**config.mk**
```make
export PLATFORM = sky130hd
export DESIGN_NAME = reset_source_and_watchdog_ctrl
export DESIGN_NICKNAME = d
export VERILOG_FILES = /design/src/reset_source_and_watchdog_ctrl.v
export VERILOG_INCLUDE_DIRS = /design/src /design/src/pkg
export SDC_FILE = /design/constraint.sdc
export NUM_CORES = 1
export LEC_CHECK = 0
export ABC_AREA = 0
export BUFFER_PORTS_ARGS = -buffer_cell sky130_fd_sc_hd__buf_4
export CORE_MARGIN = 2
export CORE_UTILIZATION = 40
export CTS_CLUSTER_DIAMETER = 50
export DETAILED_ROUTE_END_ITERATION = 6
export PLACE_DENSITY_LB_ADDON = 0.08
export SETUP_SLACK_MARGIN = 0.4
export SLEW_MARGIN = 15
export SYNTH_ARGS = -nofsm -noshare
export SYNTH_HDL_FRONTEND = slang
export SYNTH_SLANG_ARGS = --single-unit
```
**constraint.sdc**
```tcl
create_clock -name clk -period 3.4 [get_ports clk]
set_input_delay 0.51 -clock clk [delete_from_list [all_inputs] [get_ports clk]]
set_output_delay 0.51 -clock clk [all_outputs]
set_load 0.05 [all_outputs]
```
**src/pkg/reset_ctrl_map.vh**
```
`ifndef RESET_CTRL_MAP_VH
`define RESET_CTRL_MAP_VH

// ==========================================================
// Register indices (byte address is four times the index)
// ==========================================================
`define IDX_OPTION_SELECT    16'h0094
`define IDX_SOFTWARE_COMMAND 16'h0097
`define IDX_AUX_CONTROL_TWO  16'h00F7
`define IDX_AUX_CONTROL_ONE  16'h00F8
`define IDX_CONFIG_WORD_HIGH 16'h3FFF
`define IDX_RESET_CAUSE      16'h0090

// ==========================================================
// Field positions and reset values
// ==========================================================
`define OPT_PERIOD_HI     5
`define OPT_PERIOD_LO     4
`define OPT_WRITE_MASK    8'hBC
`define OPT_RESET         8'h00
`define SW_RESET_CODE     8'h56
`define AUX_CONTROL_TWO_DOG_EN_HI    7
`define AUX_CONTROL_TWO_DOG_EN_LO    6
`define AUX_CONTROL_TWO_POWER_SAVE   5
`define AUX_CONTROL_TWO_LOW_OFF      0
`define AUX_CONTROL_TWO_WRITE_MASK   8'hF7
`define AUX_CONTROL_TWO_RESET        8'h06
`define AUX_CONTROL_ONE_DOG_CLEAR    7
`define AUX_CONTROL_ONE_RESET        8'h00
`define CFG_PIN_RST_EN    6
`define CFG_LEVEL_HI      5
`define CFG_LEVEL_LO      3
`define CFG_BYTES         6
`define CFG_BASE_ADDR     16'h3FFA
`define DOG_EN_ALWAYS     2'b11
`define DOG_EN_RUN        2'b10

// ==========================================================
// Timing
// ==========================================================
`define CLK_KHZ           40000
`define SLOW_RC_KHZ       68
`define WARMUP_MS         40
`define WARMUP_CYCLES     (`WARMUP_MS * `CLK_KHZ)
`define DOG_SHORT_MS      60
`define DOG_SHORT_TICKS   (`DOG_SHORT_MS * `SLOW_RC_KHZ)
`define PIN_LOW_TICKS     2
`define RELEASE_TICKS     2

`endif

```
**src/reset_source_and_watchdog_ctrl.v**
```verilog
// Operation
// - Five sources reset device and load register defaults; only power-on clears reset cause
// - Power-on holds reset for 40 ms warm-up
// - After warm-up load six config bytes
// - Writing 56h to command register resets
// - Watchdog counts slow RC ticks, mode dependent
// - Period select: 480, 240, 120, 60 ms
// - Enable field: 0x off, 10 run, 11 always
// - Clear bit resets counter, self-clears next cycle
// - Any device reset clears watchdog counter
// - Three-bit field selects low-voltage trip level
// - Enabled watchdog overflow causes device reset
// - Power save disables low-voltage reset when sleeping
// - In reset force slow mode on RC
`timescale 1ns/10ps
`include "reset_ctrl_map.vh"

module reset_source_and_watchdog_ctrl #(
   parameter WARMUP_CYCLES  = `WARMUP_CYCLES,   // Power-on warm-up
   parameter DOG_BASE_TICKS = `DOG_SHORT_TICKS  // Shortest dog period
) (
   input  wire        clk,           // 40 MHz system clock
   input  wire        arst_n,        // Power-on reset, active low
   input  wire        psel,          // APB select
   input  wire        penable,       // APB access phase
   input  wire        pwrite,        // APB direction
   input  wire [15:0] paddr,         // APB byte address
   input  wire [31:0] pwdata,        // APB write data
   output reg  [31:0] prdata,        // APB read data
   output reg         pready,        // APB ready
   output reg         pslverr,       // APB error, unmapped
   input  wire        ext_pin_rst_n, // External reset pin
   input  wire        slow_rc_osc,   // Slow RC oscillator, 68 kHz
   input  wire        lowSupply,     // Supply below selected level
   input  wire [1:0]  cpuMode,       // 0 fast,1 slow,2 idle,3 stop
   output reg  [15:0] cfgAddr,       // Config byte address
   output reg         cfgRead,       // Config byte read strobe
   input  wire [7:0]  cfgRdData,     // Config byte, one cycle later
   output reg         devRst_n,      // Device reset, active low
   output reg         slowModeForce, // Hold clocking at slow RC
   output reg  [2:0]  low_supply_level_sel // Trip level select
);

   // =======================================================
   // Local constants
   // =======================================================
   localparam [1:0] ST_WARM = 2'd0;   // Power-on warm-up
   localparam [1:0] ST_LOAD = 2'd1;   // Config byte fetch
   localparam [1:0] ST_HOLD = 2'd2;   // Reset held
   localparam [1:0] ST_RUN  = 2'd3;   // Normal operation
   localparam [1:0] MODE_IDLE = 2'd2; // First sleeping mode

   // Byte address from register index
   function [15:0] byteAddr;
      input [15:0] idx;
      begin
         byteAddr = {idx[13:0], 2'b00};
      end
   endfunction

   // =======================================================
   // Declarations
   // =======================================================
   reg  [1:0]  state;          // Sequencer state
   reg  [20:0] warmCount;      // Warm-up cycle counter
   reg  [2:0]  loadIdx;        // Config byte index
   reg         loadPend;       // Read data due this cycle
   reg  [7:0]  configWords [0:`CFG_BYTES-1]; // Loaded bytes
   reg  [1:0]  releaseTicks;   // Slow ticks since sources left
   reg  [7:0]  option_select;  // Period select and storage
   reg  [7:0]  aux_control_two;// Enables and power save
   reg  [7:0]  aux_control_one;// Clear bit and storage
   reg  [3:0]  resetCause;     // Sticky last cause
   reg         swReq;          // Software reset pulse
   reg  [15:0] watchdog_counter; // Slow tick counter
   reg         dogReq;         // Watchdog overflow pulse
   reg  [1:0]  pinLowCount;    // Slow ticks with pin low
   reg         pinSync1;       // Pin sync stage 1
   reg         pinSync2;       // Pin sync stage 2
   reg         rcSync1;        // Slow clock sync stage 1
   reg         rcSync2;        // Slow clock sync stage 2
   reg         rcPrev;         // Slow clock previous level
   reg         lowSync1;       // Supply sync stage 1
   reg         lowSync2;       // Supply sync stage 2
   integer     i;              // Array loop index

   wire        slowTick;       // One cycle per slow rising edge
   wire        sleeping;       // Idle or stop
   wire        pinRstOn;       // Pin reset enabled
   wire        extReq;         // Pin reset held
   wire        lowReq;         // Low-voltage reset active
   wire        anyReq;         // Any run-time source
   wire        inReset;        // Registers held at defaults
   wire        apbDone;        // Access completes this edge
   wire        apbWr;          // Write takes effect
   wire [1:0]  dogEn;          // Watchdog reset enable
   wire        dogRun;         // Watchdog counting allowed
   wire [15:0] dogLimit;       // Last count before overflow
   wire        mapped;         // Address hits a register
   reg  [7:0]  rdByte;         // Read mux

   assign slowTick = rcSync2 & ~rcPrev;
   assign sleeping = (cpuMode >= MODE_IDLE);
   assign pinRstOn = configWords[`CFG_BYTES-1][`CFG_PIN_RST_EN];
   assign inReset  = (state != ST_RUN);
   assign apbDone  = psel & penable & pready;
   assign apbWr    = apbDone & pwrite & mapped & ~inReset;
   assign dogEn    = aux_control_two[`AUX_CONTROL_TWO_DOG_EN_HI:`AUX_CONTROL_TWO_DOG_EN_LO];

   // =======================================================
   // Input synchronisers
   // =======================================================
   // Two flops ahead of any logic for pin, slow clock, supply
   always @(posedge clk or negedge arst_n) begin
      if (!arst_n) begin
         pinSync1 <= 1'b1;
         pinSync2 <= 1'b1;
         rcSync1  <= 1'b0;
         rcSync2  <= 1'b0;
         rcPrev   <= 1'b0;
         lowSync1 <= 1'b0;
         lowSync2 <= 1'b0;
      end else begin
         pinSync1 <= ext_pin_rst_n;
         pinSync2 <= pinSync1;
         rcSync1  <= slow_rc_osc;
         rcSync2  <= rcSync1;
         rcPrev   <= rcSync2;
         lowSync1 <= lowSupply;
         lowSync2 <= lowSync1;
      end
   end

   // =======================================================
   // Reset sources
   // =======================================================
   // Pin low for two slow ticks counts as a request
   always @(posedge clk or negedge arst_n) begin
      if (!arst_n) begin
         pinLowCount <= 2'd0;
      end else if (pinSync2) begin
         pinLowCount <= 2'd0;
      end else if (slowTick && pinLowCount != `PIN_LOW_TICKS) begin
         pinLowCount <= pinLowCount + 2'd1;
      end
   end

   assign extReq = pinRstOn & (pinLowCount == `PIN_LOW_TICKS);
   // Low-voltage reset, off by bit or by power save asleep
   assign lowReq = lowSync2 & ~aux_control_two[`AUX_CONTROL_TWO_LOW_OFF]
                   & ~(aux_control_two[`AUX_CONTROL_TWO_POWER_SAVE] & sleeping);
   assign anyReq = extReq | swReq | dogReq | lowReq;

   // =======================================================
   // Sequencer
   // =======================================================
   // Warm-up, config fetch, hold and release on slow ticks
   always @(posedge clk or negedge arst_n) begin
      if (!arst_n) begin
         state        <= ST_WARM;
         warmCount    <= 21'd0;
         loadIdx      <= 3'd0;
         loadPend     <= 1'b0;
         cfgAddr      <= 16'h0000;
         cfgRead      <= 1'b0;
         releaseTicks <= 2'd0;
         devRst_n     <= 1'b0;
         for (i = 0; i < `CFG_BYTES; i = i + 1) begin
            configWords[i] <= 8'h00;
         end
      end else begin
         cfgRead  <= 1'b0;
         loadPend <= cfgRead;
         // Capture the byte one cycle after its strobe
         if (loadPend) begin
            configWords[loadIdx - 3'd1] <= cfgRdData;
         end
         case (state)
            ST_WARM: begin
               // Hold through warm-up after power-on
               if (warmCount == WARMUP_CYCLES - 1) begin
                  state <= ST_LOAD;
               end else begin
                  warmCount <= warmCount + 21'd1;
               end
            end
            ST_LOAD: begin
               // Issue six reads, then wait for the last byte
               if (loadIdx < `CFG_BYTES && !cfgRead) begin
                  cfgAddr <= `CFG_BASE_ADDR + {13'd0, loadIdx};
                  cfgRead <= 1'b1;
                  loadIdx <= loadIdx + 3'd1;
               end else if (loadIdx == `CFG_BYTES && !cfgRead
                            && !loadPend) begin
                  state        <= ST_HOLD;
                  releaseTicks <= 2'd0;
               end
            end
            ST_HOLD: begin
               // Release synchronously once sources stay away
               if (anyReq) begin
                  releaseTicks <= 2'd0;
               end else if (slowTick) begin
                  if (releaseTicks == `RELEASE_TICKS - 1) begin
                     state    <= ST_RUN;
                     devRst_n <= 1'b1;
                  end else begin
                     releaseTicks <= releaseTicks + 2'd1;
                  end
               end
            end
            ST_RUN: begin
               // Any source takes the device down at once
               if (anyReq) begin
                  state        <= ST_HOLD;
                  devRst_n     <= 1'b0;
                  releaseTicks <= 2'd0;
               end
            end
            default: begin
               state <= ST_WARM;
            end
         endcase
      end
   end

   // =======================================================
   // Special-function registers
   // =======================================================
   // Defaults while in reset, writes only when running
   always @(posedge clk or negedge arst_n) begin
      if (!arst_n) begin
         option_select   <= `OPT_RESET;
         aux_control_two <= `AUX_CONTROL_TWO_RESET;
         aux_control_one <= `AUX_CONTROL_ONE_RESET;
         swReq           <= 1'b0;
      end else if (inReset) begin
         option_select   <= `OPT_RESET;
         aux_control_two <= `AUX_CONTROL_TWO_RESET;
         aux_control_one <= `AUX_CONTROL_ONE_RESET;
         swReq           <= 1'b0;
      end else begin
         swReq <= 1'b0;
         // Clear bit lasts one cycle only
         aux_control_one[`AUX_CONTROL_ONE_DOG_CLEAR] <= 1'b0;
         if (apbWr) begin
            case (paddr)
               byteAddr(`IDX_OPTION_SELECT): begin
                  option_select <= pwdata[7:0] & `OPT_WRITE_MASK;
               end
               byteAddr(`IDX_SOFTWARE_COMMAND): begin
                  swReq <= (pwdata[7:0] == `SW_RESET_CODE);
               end
               byteAddr(`IDX_AUX_CONTROL_TWO): begin
                  aux_control_two <= pwdata[7:0] & `AUX_CONTROL_TWO_WRITE_MASK;
               end
               byteAddr(`IDX_AUX_CONTROL_ONE): begin
                  aux_control_one <= pwdata[7:0];
               end
               default: begin
                  swReq <= 1'b0;
               end
            endcase
         end
      end
   end

   // =======================================================
   // Reset cause, kept across run-time resets
   // =======================================================
   // Bits: 3 low supply, 2 watchdog, 1 software, 0 pin
   always @(posedge clk or negedge arst_n) begin
      if (!arst_n) begin
         resetCause <= 4'h0;
      end else if (state == ST_RUN && anyReq) begin
         resetCause <= {lowReq, dogReq, swReq, extReq};
      end
   end

   // =======================================================
   // Watchdog
   // =======================================================
   assign dogRun   = (dogEn == `DOG_EN_ALWAYS) | ~sleeping;
   assign dogLimit = (DOG_BASE_TICKS[15:0]
                     << (2'd3 - option_select[`OPT_PERIOD_HI:`OPT_PERIOD_LO]))
                     - 16'd1;

   // Counts slow ticks; cleared by reset or clear bit
   always @(posedge clk or negedge arst_n) begin
      if (!arst_n) begin
         watchdog_counter <= 16'h0000;
         dogReq           <= 1'b0;
      end else if (inReset || aux_control_one[`AUX_CONTROL_ONE_DOG_CLEAR]) begin
         watchdog_counter <= 16'h0000;
         dogReq           <= 1'b0;
      end else begin
         dogReq <= 1'b0;
         if (slowTick && dogRun) begin
            if (watchdog_counter >= dogLimit) begin
               watchdog_counter <= 16'h0000;
               // Overflow resets only when enabled for this mode
               dogReq <= dogEn[1] & ((dogEn == `DOG_EN_ALWAYS)
                         | ~sleeping);
            end else begin
               watchdog_counter <= watchdog_counter + 16'd1;
            end
         end
      end
   end

   // =======================================================
   // Outputs to clocking and supply monitor
   // =======================================================
   // Level select from config; slow mode forced in reset
   always @(posedge clk or negedge arst_n) begin
      if (!arst_n) begin
         low_supply_level_sel <= 3'b000;
         slowModeForce        <= 1'b1;
      end else begin
         low_supply_level_sel <=
            configWords[`CFG_BYTES-1][`CFG_LEVEL_HI:`CFG_LEVEL_LO];
         slowModeForce <= inReset;
      end
   end

   // =======================================================
   // APB slave
   // =======================================================
   assign mapped = (paddr == byteAddr(`IDX_OPTION_SELECT))
                 | (paddr == byteAddr(`IDX_SOFTWARE_COMMAND))
                 | (paddr == byteAddr(`IDX_AUX_CONTROL_TWO))
                 | (paddr == byteAddr(`IDX_AUX_CONTROL_ONE))
                 | (paddr == byteAddr(`IDX_CONFIG_WORD_HIGH))
                 | (paddr == byteAddr(`IDX_RESET_CAUSE));

   // Read mux
   always @* begin
      case (paddr)
         byteAddr(`IDX_OPTION_SELECT):    rdByte = option_select;
         byteAddr(`IDX_AUX_CONTROL_TWO):  rdByte = aux_control_two;
         byteAddr(`IDX_AUX_CONTROL_ONE):  rdByte = aux_control_one;
         byteAddr(`IDX_CONFIG_WORD_HIGH): rdByte = configWords[`CFG_BYTES-1];
         byteAddr(`IDX_RESET_CAUSE):      rdByte = {4'h0, resetCause};
         default:                         rdByte = 8'h00;
      endcase
   end

   // One wait cycle, then ready with data and error
   always @(posedge clk or negedge arst_n) begin
      if (!arst_n) begin
         pready  <= 1'b0;
         prdata  <= 32'h0000_0000;
         pslverr <= 1'b0;
      end else begin
         pready  <= psel & penable & ~pready;
         pslverr <= psel & penable & ~pready & ~mapped;
         if (psel && penable && !pready) begin
            prdata <= pwrite ? 32'h0000_0000 : {24'h00_0000, rdByte};
         end
      end
   end

endmodule // reset_source_and_watchdog_ctrl

```
After elaboration in Yosys (flattened, before gate mapping)
Index checks and enable logic that the tools add are counted.

storage, ports and cells
  input bits = 66
  word-level logic and storage cells = 184
  bits in registers = 188
  output and inout bits = 56

cells by class
  eq/ne operators = 26
  reductions and logical operators = 30
  bitwise gates (word level) = 31
  multiplexer cells = 47
  add/subtract/negate cells = 9
  order comparisons = 5
  shift operators = 1

operators by type and width
  kind                                                    count
  2-to-1 mux 8 bit                                        11
  equality test 16 x 10 -> 1 bit (second input constant)  5
  bitwise mux 48 bit                                      1
  2-to-1 mux 16 bit                                       3
  case mux 8 bit (5 select lines)                         1
  2-to-1 mux 2 bit                                        15
  demux 8 bit (select 3 bit)                              1
  adder 21 x 1 -> 21 bit (second input constant)          1
  equality test 21 bit (second input constant)            1
  inequality test 2 bit (second input constant)           9
  adder 16 x 1 -> 16 bit (second input constant)          1
  equality test 16 bit (second input constant)            1
  >= comparator 16 bit                                    1
  left shift 12 x 2 -> 16 bit (first input constant)      1
  subtractor 16 x 1 -> 16 bit (second input constant)     1
  adder 14 x 3 -> 15 bit (first input constant)           1
  nonzero test 2 bit                                      7
  bitwise AND 1 bit                                       13
  2-to-1 mux 1 bit                                        12
  AND reduction 2 bit                                     5
  logical AND 1 bit                                       9
  OR 1 bit                                                9
  equality test 2 bit (second input constant)             4
  equality test 8 x 7 -> 1 bit (second input constant)    1
  other kinds (23)                                        35

Logic depth before layout (Yosys ltp)
Gate-level depths: netlist (run 1).

  word-level depth = 10
  gate-level depth with buffers = 8
  gate-level depth less buffers = 8

Worst setup path after synthesis (run 1)
No wires, ideal clock.

  path type = flip-flop to flip-flop
  start = register warmCount[10]
  end = register warmCount[1]
  required time = 3273 ps
  cell stages (with the launch flop) = 5
  buffers on the path = 0
  clock period less this slack = 2176 ps
  slack = 1224 ps
  setup time = 127 ps
  arrival = 2049 ps
  cell sequence = dfrtp_1 -> or4_1 -> or4_4 -> o21ai_1 -> mux2_1

between the ends
  longest elaborated chain between the ends = 3

RTL lines
  what                           RTL line                              source
  start: declaration             reset_source_and_watchdog_ctrl.v:65   reg [20:0] warmCount;
  start signal: assignment       reset_source_and_watchdog_ctrl.v:184  warmCount <= warmCount + 21'd1;
  equality test 21 bit           reset_source_and_watchdog_ctrl.v:181  if (warmCount == WARMUP_CYCLES - 1) begin
  NOT 1 bit (no line)            --
  AND reduction 2 bit (no line)  --

No other way between the ends.
A chain may end at the register's enable or synchronous reset.

Worst setup path in the final report (run 1)
Ends and elaborated chain as after synthesis.

==> results of run 1 <==
area by class of cell:
class                   count  area share
well taps                 180      0.0350
inverters                  25      0.0146
clock buffers              12      0.0414
multi-input cells         384       0.389
repair buffers             77      0.0917
clock inverters             4     0.00466
flip-flops and latches    109       0.424
critical path: cells and delay by family, from the launching register on:
family | cells | cell delay (ns)
compound gates | 1 | 0.46
simple gates | 2 | 1.04
flops | 1 | 0.41
mux | 1 | 0.37
report_power, final:
group          switching (uW)  leakage [uW]  internal (uW)
registers                3.15       0.00142           1300
clock network             483      0.000145            561
logic                     124       0.00139           44.2
registers in the layout, indices dropped and copies added (netlist names), 2 cells and up:
| register | count |
|---|---|
| aux_control_one | 8 |
| aux_control_two | 7 |
| cfgAddr | 5 |
| configWords | 8 |
| loadIdx | 3 |
| low_supply_level_sel | 3 |
| option_select | 5 |
| pinLowCount | 2 |
| prdata | 8 |
| releaseTicks | 2 |
| resetCause | 4 |
| state | 2 |
| warmCount | 21 |
| watchdog_counter | 16 |
worst max path at each step:
stage / startpoint / endpoint
finish: warmCount[10] / warmCount[1]
detailed placement: paddr[13] / prdata[7]
global placement: paddr[13] / prdata[7]
global route: option_select[5] / watchdog_counter[14]
CTS: warmCount[10] / warmCount[1]
floorplan: warmCount[10] / warmCount[1]
metal layers:
| metal | track usage | vias up | share of wire |
|---|---|---|---|
| met2 | 0.258 | 104 | 0.45 |
| met5 | 0 | - | 0 |
| li1 | - | 1977 | - |
| met1 | 0.252 | 1990 | 0.49 |
| met3 | 0.0239 | 12 | 0.043 |
| met4 | 0.0697 | 0 | 0.016 |
per-stage QoR:
| stage | worst slack, ns | hold slack [ns] | power (uW) |
|---|---|---|---|
| finish | 1.01 | 0.220 | 2520 |
| global route | 0.845 | 0.256 | 2610 |
| CTS | 1.00 | 0.250 | 2550 |
| detailed placement | 0.886 | 0.343 | 1500 |
| global placement | 0.885 | 0.333 | 1500 |
| floorplan | 1.22 | 0.214 | 1440 |
synthesized netlist by cell type (all sizes together) (4+ instances only):
cell type	count	area share
or3	4	0.0045
nor2b	9	0.010
and3	14	0.018
nand4	15	0.017
a2111oi	5	0.0079
xnor2	24	0.038
and4	5	0.0079
inv	24	0.016
dfstp	5	0.024
nor2	42	0.028
and2	6	0.0070
xor2	10	0.016
nor4b	6	0.011
o21ai	27	0.024
mux2i	20	0.036
or4	4	0.0061
nand3	20	0.018
dfrtp	104	0.47
nand2	42	0.028
nor4	6	0.0079
mux2	8	0.016
a21oi	11	0.0099
clkbuf	8	0.0054
nor3	23	0.025
ha	16	0.036
buf	38	0.051
kinds of logic after synthesis:
logic type / count (synthesis) / share of synthesized area
xor+xnor: 34 / 0.0536
flops: 109 / 0.492
fa+ha+maj: 16 / 0.0360
other cells: 2 / 0.00135
compound gates: 68 / 0.0791
mux: 28 / 0.0523
buf+inv: 71 / 0.0732
simple gates: 212 / 0.212
==> impl_metrics.ini, run 1 <==
[worst_setup_path]
worstRegToRegCells = 4
slowest_delay_ns = 0.53
reg2reg_to = warmCount[1]
worst_ep_required_time_ns = 3.63
criticalPathCategory = flop to flop
critical_path.slowest_cell = or4_1
critPathCaptureType = flop
timing.reg2reg.setup_slack_ns = 1.01
timing.critical_path.from_type = flop
crit_path_cell_trace = or4_1, or4_4, o21ai_1, mux2_1
reg2reg_from = warmCount[10]
cp.arrival_ns = 2.62
worstPathMaxFanout = 6

[clock_tree]
cts-resized-gates = 0
cts.sink_count = 109
root_buffer = clkbuf_16
worst_setup_hold_path_clk_slew_ns = 0.07
clockBufferDepth = 2
cts_made_buffers = 9
cts_tree = yes
cts_post_setup_buffers_inserted = 0
htreeDepth = 3
cts_hold_repair.buffers = 0
clock_insertion_delay_worst_skew_ns = 0.35

[synth]
synth_area_sq_um = 5550
synthDistinctLibCells = 66
synthesis.yosys.warnings = 0
netlist_instances = 540
yosys_register_bits = 109
synth-async-reset-ratio = 1.00
post_synth_edffs = 0
avgSynthCellArea_sq_um = 10.3
synth_ff_type = dfrtp_1
yosysSeqAreaShare = 0.492

[global_route]
first_global_vias = 3907
gr-usage-all-layers = 0.173
gr-total-overflow = 0
number_of_antenna_violations_at_the_first_check_in_global_routing = 0
grt_max_degree = 110
grt_pass1_wl_um = 20000

[sta]
fin_worst_skew_ns = 0.00715
final-hold-violation-count = 0
fin_crit_sh = 0.702
max_freq_mhz = 419
grt_setup_unrepaired = no
setup-violations-final = 0
slew_headroom = 0.420
fin_tns_setup_ns = 0
report.final.slew_viol_count = 0
tightestPinTransition_ns = 0.868
final_min_period_ns = 2.39

[power_and_ir_drop]
p_leak_uw = 0.00296
max-vdd-ir-drop_mv = 0.271
power.density_cell_area_nw_per_um2 = 391

[routing]
firstDrtPassIters = 5
drtAntennaViolNets = 0
detailedRoute.firstIterationViolations = 235
detail_route.wl_per_cell_um = 15.2
drc_errors = 0
number_of_vias_after_detailed_routing = 4083
post_drt_via_cell_ratio = 5.16
wl_um = 12100

[floorplanning]
num_rows = 43
chipHeight_um = 122
floorplan.die.width_um = 122
initial_core_util = 0.405
floorplan.die_area_sq_um = 14800
ios = 122
floorplan.core_area_sq_um = 13700

[cells_and_area]
layout_overhead_on_the_synthesized_area_pct = 16.0
layout.cells.most_common = dfrtp_1
utilization_of_the_core_after_routing = 0.470
nFillCells = 1325
antenna-diode-count = 0
layout.cells.most_common_list = 104 x dfrtp_1, 76 x buf_4, 42 x nor2_1, 42 x nand2_1
ff_latch_area_sq_um = 2730
postLayoutCellArea_sq_um = 6440
finalNetCount = 688
drive_above_1_share = 0.195
layout.cells.non_filler = 791
multi_input_gate_area_in_the_final_layout_sq_um = 2500

[placement]
placedCellCount = 775
detailed_placer_s_ending_hpwl_um = 8580
portBuffers = 71
placed_cell_area_sq_um = 6150
gp_routability_congestion = 0.826

[run]
max-cap-violations = 0

[min_path]
min-delay-path-class = primary input to async pin

[run_status]
outcome = finished clean
Power figures use the tool's default switching activity.
==> inputs of run 2 (changes only) <==
Clock period 3.4 ns to 2.1 ns, I/O delays scaled along.
==> impl_metrics.ini, run 2 (synthesized netlist as in run 1, its figures left out) <==
[run_status]
outcome = finished clean

[cells_and_area]
reg_with_most_ffs = warmCount
antenna-diode-count = 0
layout_overhead_on_the_synthesized_area_pct = 29.9
reg_top3 = warmCount x21, watchdog_counter x16
multi_input_gate_area_in_the_final_layout_sq_um = 3000
layout.cells.most_common = buf_4
largest_register_ff_count = 21
layout.cells.non_filler = 823
ff_latch_area_sq_um = 2740
finalNetCount = 720
nFillCells = 1238
drive_above_1_share = 0.347
layout.cells.most_common_list = 102 x buf_4, 99 x dfrtp_1, 39 x nand2_1

[floorplanning]
chipHeight_um = 122
floorplan.die_area_sq_um = 14800
floorplan.die.width_um = 122
floorplan.core_area_sq_um = 13700
initial_core_util = 0.405
num_rows = 43
ios = 122

[global_route]
grt_pass1_wl_um = 21200
gr-usage-all-layers = 0.183
grt_max_degree = 62
first_global_vias = 4116
gr-total-overflow = 0
number_of_antenna_violations_at_the_first_check_in_global_routing = 0

[sta]
fin_worst_skew_ns = 0.00746
fin_crit_sh = 0.992
slew_headroom = 0.618
tightestPinTransition_ns = 0.558
report.final.slew_viol_count = 0
final_critical_path_setup_slack_ns = 0.0167
final-hold-violation-count = 0
grt_setup_unrepaired = yes
final_min_period_ns = 2.08
setup-violations-final = 0
max_freq_mhz = 480
timing.hold.ws_ns = 0.0626

[power_and_ir_drop]
max-vdd-ir-drop_mv = 0.399
pwr-share-clk = 0.425
power_switching_share = 0.250
power.share.combinational = 0.069
net-switching-power_uw = 1050
seqPwrFrac = 0.506
power.density_cell_area_nw_per_um2 = 579
p_leak_uw = 0.00321
cellInternalPower_uw = 3130
power_uw = 4180

[routing]
wl_um = 13200
detail_route.wl_per_cell_um = 16.1
drc_errors = 0
drtAntennaViolNets = 0
number_of_vias_after_detailed_routing = 4274
post_drt_via_cell_ratio = 5.19
firstDrtPassIters = 4
detailedRoute.firstIterationViolations = 196

[worst_setup_path]
timing.reg2reg.setup_slack_ns = 0.02
critPathCaptureType = flop
worstPathMaxFanout = 7
timing.critical_path.from_type = flop
cp.arrival_ns = 2.32
criticalPathCategory = flop to flop
worst_ep_required_time_ns = 2.34

[clock_tree]
htreeDepth = 3
cts_made_buffers = 9
root_buffer = clkbuf_16
clock_insertion_delay_worst_skew_ns = 0.35
worst_setup_hold_path_clk_slew_ns = 0.08
cts_tree = yes
clockBufferDepth = 2
cts.sink_count = 109

[placement]
gp_routability_congestion = 0.815
detailed_placer_s_ending_hpwl_um = 9400
placement.setup.worst_slack_ns = -0.0563
portBuffers = 71
placedCellCount = 794

[min_path]
min-delay-path-class = primary input to flop

[run]
max-cap-violations = 0
-- run 2: cell count changes in the layout (fill, tap and decap cells not counted), sizes merged --
cell | previous run | this run
clkinv | 3 | 2
clkinvlp | 1 | 3
bufinv | 0 | 1
buf | 77 | 107
clkbuf | 12 | 9
nand2 | 42 | 43
dlygate4sd3 | 0 | 1
inv | 25 | 26
-- run 2: path summary, 6_finish.rpt --
| kind | startpoint | endpoint | cells after the start |
|---|---|---|---|
| setup / recovery | warmCount[10] | warmCount[5] | 5 |
| max in group asynchronous | arst_n | pinSync1 | 3 |
| setup reg to reg | warmCount[10] | warmCount[5] | 5 |
| hold reg to reg | pinSync1 | pinSync2 | 0 |
| hold / removal | slow_rc_osc | rcSync1 | 1 |
| min in group asynchronous | arst_n | low_supply_level_sel[2] | 2 |
-- run 2: metal layers --
metal,vias up,GRT usage,share of wire
met5,-,0,0
met4,0,0.0618,0.014
met3,11,0.0281,0.040
met2,102,0.293,0.48
met1,2113,0.254,0.47
li1,2048,-,-
-- run 2: final cells by class --
| type | instances | area share |
|---|---|---|
| flip-flops and latches | 109 | 0.380 |
| well taps | 180 | 0.0312 |
| inverters | 25 | 0.0132 |
| repair buffers | 108 | 0.118 |
| clock buffers | 9 | 0.0312 |
| multi-input cells | 385 | 0.415 |
| clock inverters | 7 | 0.0116 |
-- run 2: power by group through the flow --
stage	registers, uW	clock network [uW]	logic [uW]
6_report	2120	1780	287
3_5_place_dp	2160	0	285
2_1_floorplan	2160	0	174
4_1_cts	2110	1820	288
3_3_place_gp	2160	0	282
5_1_grt	2120	1900	312
-- run 2: stage by stage --
stage	cell area, sq um	TNS [ns]	utilization
floorplan	5710	0	-
global placement	6350	-0.236	0.463
detailed placement	6350	-0.269	0.463
CTS	6860	0	0.500
global route	7220	-0.335	0.526
finish	7220	0	0.526
-- run 2: critical path: stages (launching register included) --
cell and delay [ns]:
dfrtp_1 0.39, or4_1 0.53, or4_4 0.46, o211a_4 0.28
and3_4 0.18, xor2_1 0.13
-- run 2: repair_timing --
item                                   CTS  global route
setup buffers                            6             5
setup endpoints to repair               44            54
resized for setup                       36            62
cloned                                   1             0
pin swaps                               17            29
endpoints found under the hold margin   22             0
hold buffers                             1             0
==> inputs of run 3 (changes only) <==
Clock period 2.1 ns to 2.7 ns, I/O delays scaled along.
==> impl_metrics.ini, run 3 (synthesized netlist as in run 1, its figures left out) <==
[run_status]
outcome = finished clean

[sta]
timing.hold.ws_ns = 0.0580
fin_tns_setup_ns = 0
report.final.slew_viol_count = 0
final_min_period_ns = 2.22
tightestPinTransition_ns = 0.884
fin_worst_skew_ns = 0.00904
grt_setup_unrepaired = no
final-hold-violation-count = 0
fin_crit_sh = 0.823
setup-violations-final = 0
slew_headroom = 0.404
max_freq_mhz = 450

[cells_and_area]
finalNetCount = 696
nFillCells = 1270
reg_top3 = warmCount x21, watchdog_counter x16
reg_with_most_ffs = warmCount
layout_overhead_on_the_synthesized_area_pct = 17.1
drive_above_1_share = 0.207
largest_register_ff_count = 21
layout.cells.most_common_list = 104 x dfrtp_1, 84 x buf_4, 42 x nor2_1, 42 x nand2_1
antenna-diode-count = 0
layout.cells.most_common = dfrtp_1

[clock_tree]
clock_insertion_delay_worst_skew_ns = 0.36
worst_setup_hold_path_clk_slew_ns = 0.08
htreeDepth = 3
clockBufferDepth = 2
root_buffer = clkbuf_16
cts_hold_repair.buffers = 0
cts_tree = yes
cts_made_buffers = 9
cts.sink_count = 109

[placement]
portBuffers = 71
gp_routability_congestion = 0.846
detailed_placer_s_ending_hpwl_um = 8980

[floorplanning]
num_rows = 43
floorplan.core_area_sq_um = 13700
floorplan.die_area_sq_um = 14800
initial_core_util = 0.405
floorplan.die.width_um = 122
chipHeight_um = 122
ios = 122

[worst_setup_path]
reg2reg_from = warmCount[12]
worst_ep_required_time_ns = 2.95
timing.critical_path.from_type = flop
timing.reg2reg.setup_slack_ns = 0.48
critPathCaptureType = flop
cp.arrival_ns = 2.47
criticalPathCategory = flop to flop
worstPathMaxFanout = 7
worstRegToRegCells = 6
reg2reg_to = warmCount[20]

[global_route]
grt_max_degree = 48
first_global_vias = 4034
grt_pass1_wl_um = 20600
gr-total-overflow = 0
gr-usage-all-layers = 0.178
number_of_antenna_violations_at_the_first_check_in_global_routing = 0

[power_and_ir_drop]
p_leak_uw = 0.00298
power.density_cell_area_nw_per_um2 = 485
max-vdd-ir-drop_mv = 0.250

[routing]
post_drt_via_cell_ratio = 5.10
wl_um = 12100
firstDrtPassIters = 7
drc_errors = 0
detail_route.wl_per_cell_um = 15.2
detailedRoute.firstIterationViolations = 212
drtAntennaViolNets = 0
number_of_vias_after_detailed_routing = 4071

[run]
max-cap-violations = 0

[min_path]
min-delay-path-class = primary input to async pin
-- run 3: cell types whose count changed in the layout (fill, tap and decap cells not counted), sizes merged --
cell | before | now
buf | 107 | 85
bufinv | 1 | 0
clkbuf | 9 | 10
clkinv | 2 | 1
clkinvlp | 3 | 2
dlygate4sd3 | 1 | 0
inv | 26 | 28
nand2 | 43 | 42
-- run 3: worst max path at each step --
stage                  start            end  cells past startpoint
3_5_place_dp   warmCount[10]   warmCount[1]                      4
2_1_floorplan  warmCount[10]   warmCount[1]                      4
4_1_cts        warmCount[10]   warmCount[7]                      5
5_1_grt        warmCount[10]  warmCount[20]                      6
6_report       warmCount[12]  warmCount[20]                      6
3_3_place_gp   warmCount[10]   warmCount[1]                      4
-- run 3: power by group --
group          total (uW)  switching, uW  internal (uW)
Combinational         214            157           57.0
Clock                1290            647            647
Sequential           1640           3.87           1640
-- run 3: final cells by class --
cell class	instances	area, sq um	share of cell area
Timing Repair Buffer	85	651	0.100
Sequential cell	109	2730	0.420
Clock buffer	10	229	0.0352
Tap cell	180	225	0.0346
Inverter	25	93.8	0.0144
Multi-Input combinational cell	384	2510	0.387
Clock inverter	6	55.1	0.00847
-- run 3: worst max-delay path, cell delays in order, from the launching register on --
cell	delay, ns
dfrtp_1	0.41
or4_1	0.51
or4_4	0.52
nor4b_1	0.16
buf_4	0.17
and4_1	0.21
xor2_1	0.14
-- run 3: metal layers --
metal	part of all wire	GRT usage	up-vias
met3	0.035	0.0314	16
met2	0.46	0.270	82
met4	0.014	0.0711	0
li1	-	-	1999
met5	0	0	-
met1	0.49	0.254	1974
-- run 3: through the flow --
step                 util  setup slack, ns  power, uW  cell area [sq um]  std cells
global route        0.474            0.400       3290               6500        799
global placement    0.451            0.368       1890               6190        781
CTS                 0.472            0.412       3200               6480        797
floorplan               -            0.524       1810               5640        564
detailed placement  0.451            0.367       1890               6190        781
finish              0.474            0.479       3150               6500        799
-- run 3: timing repair --
action / in CTS / in global routing
gates cloned: 0 / 0
setup endpoints to repair: 4 / 4
buffers inserted: 0 / 2
gates resized for setup: 2 / 1
pin swaps: 0 / 0
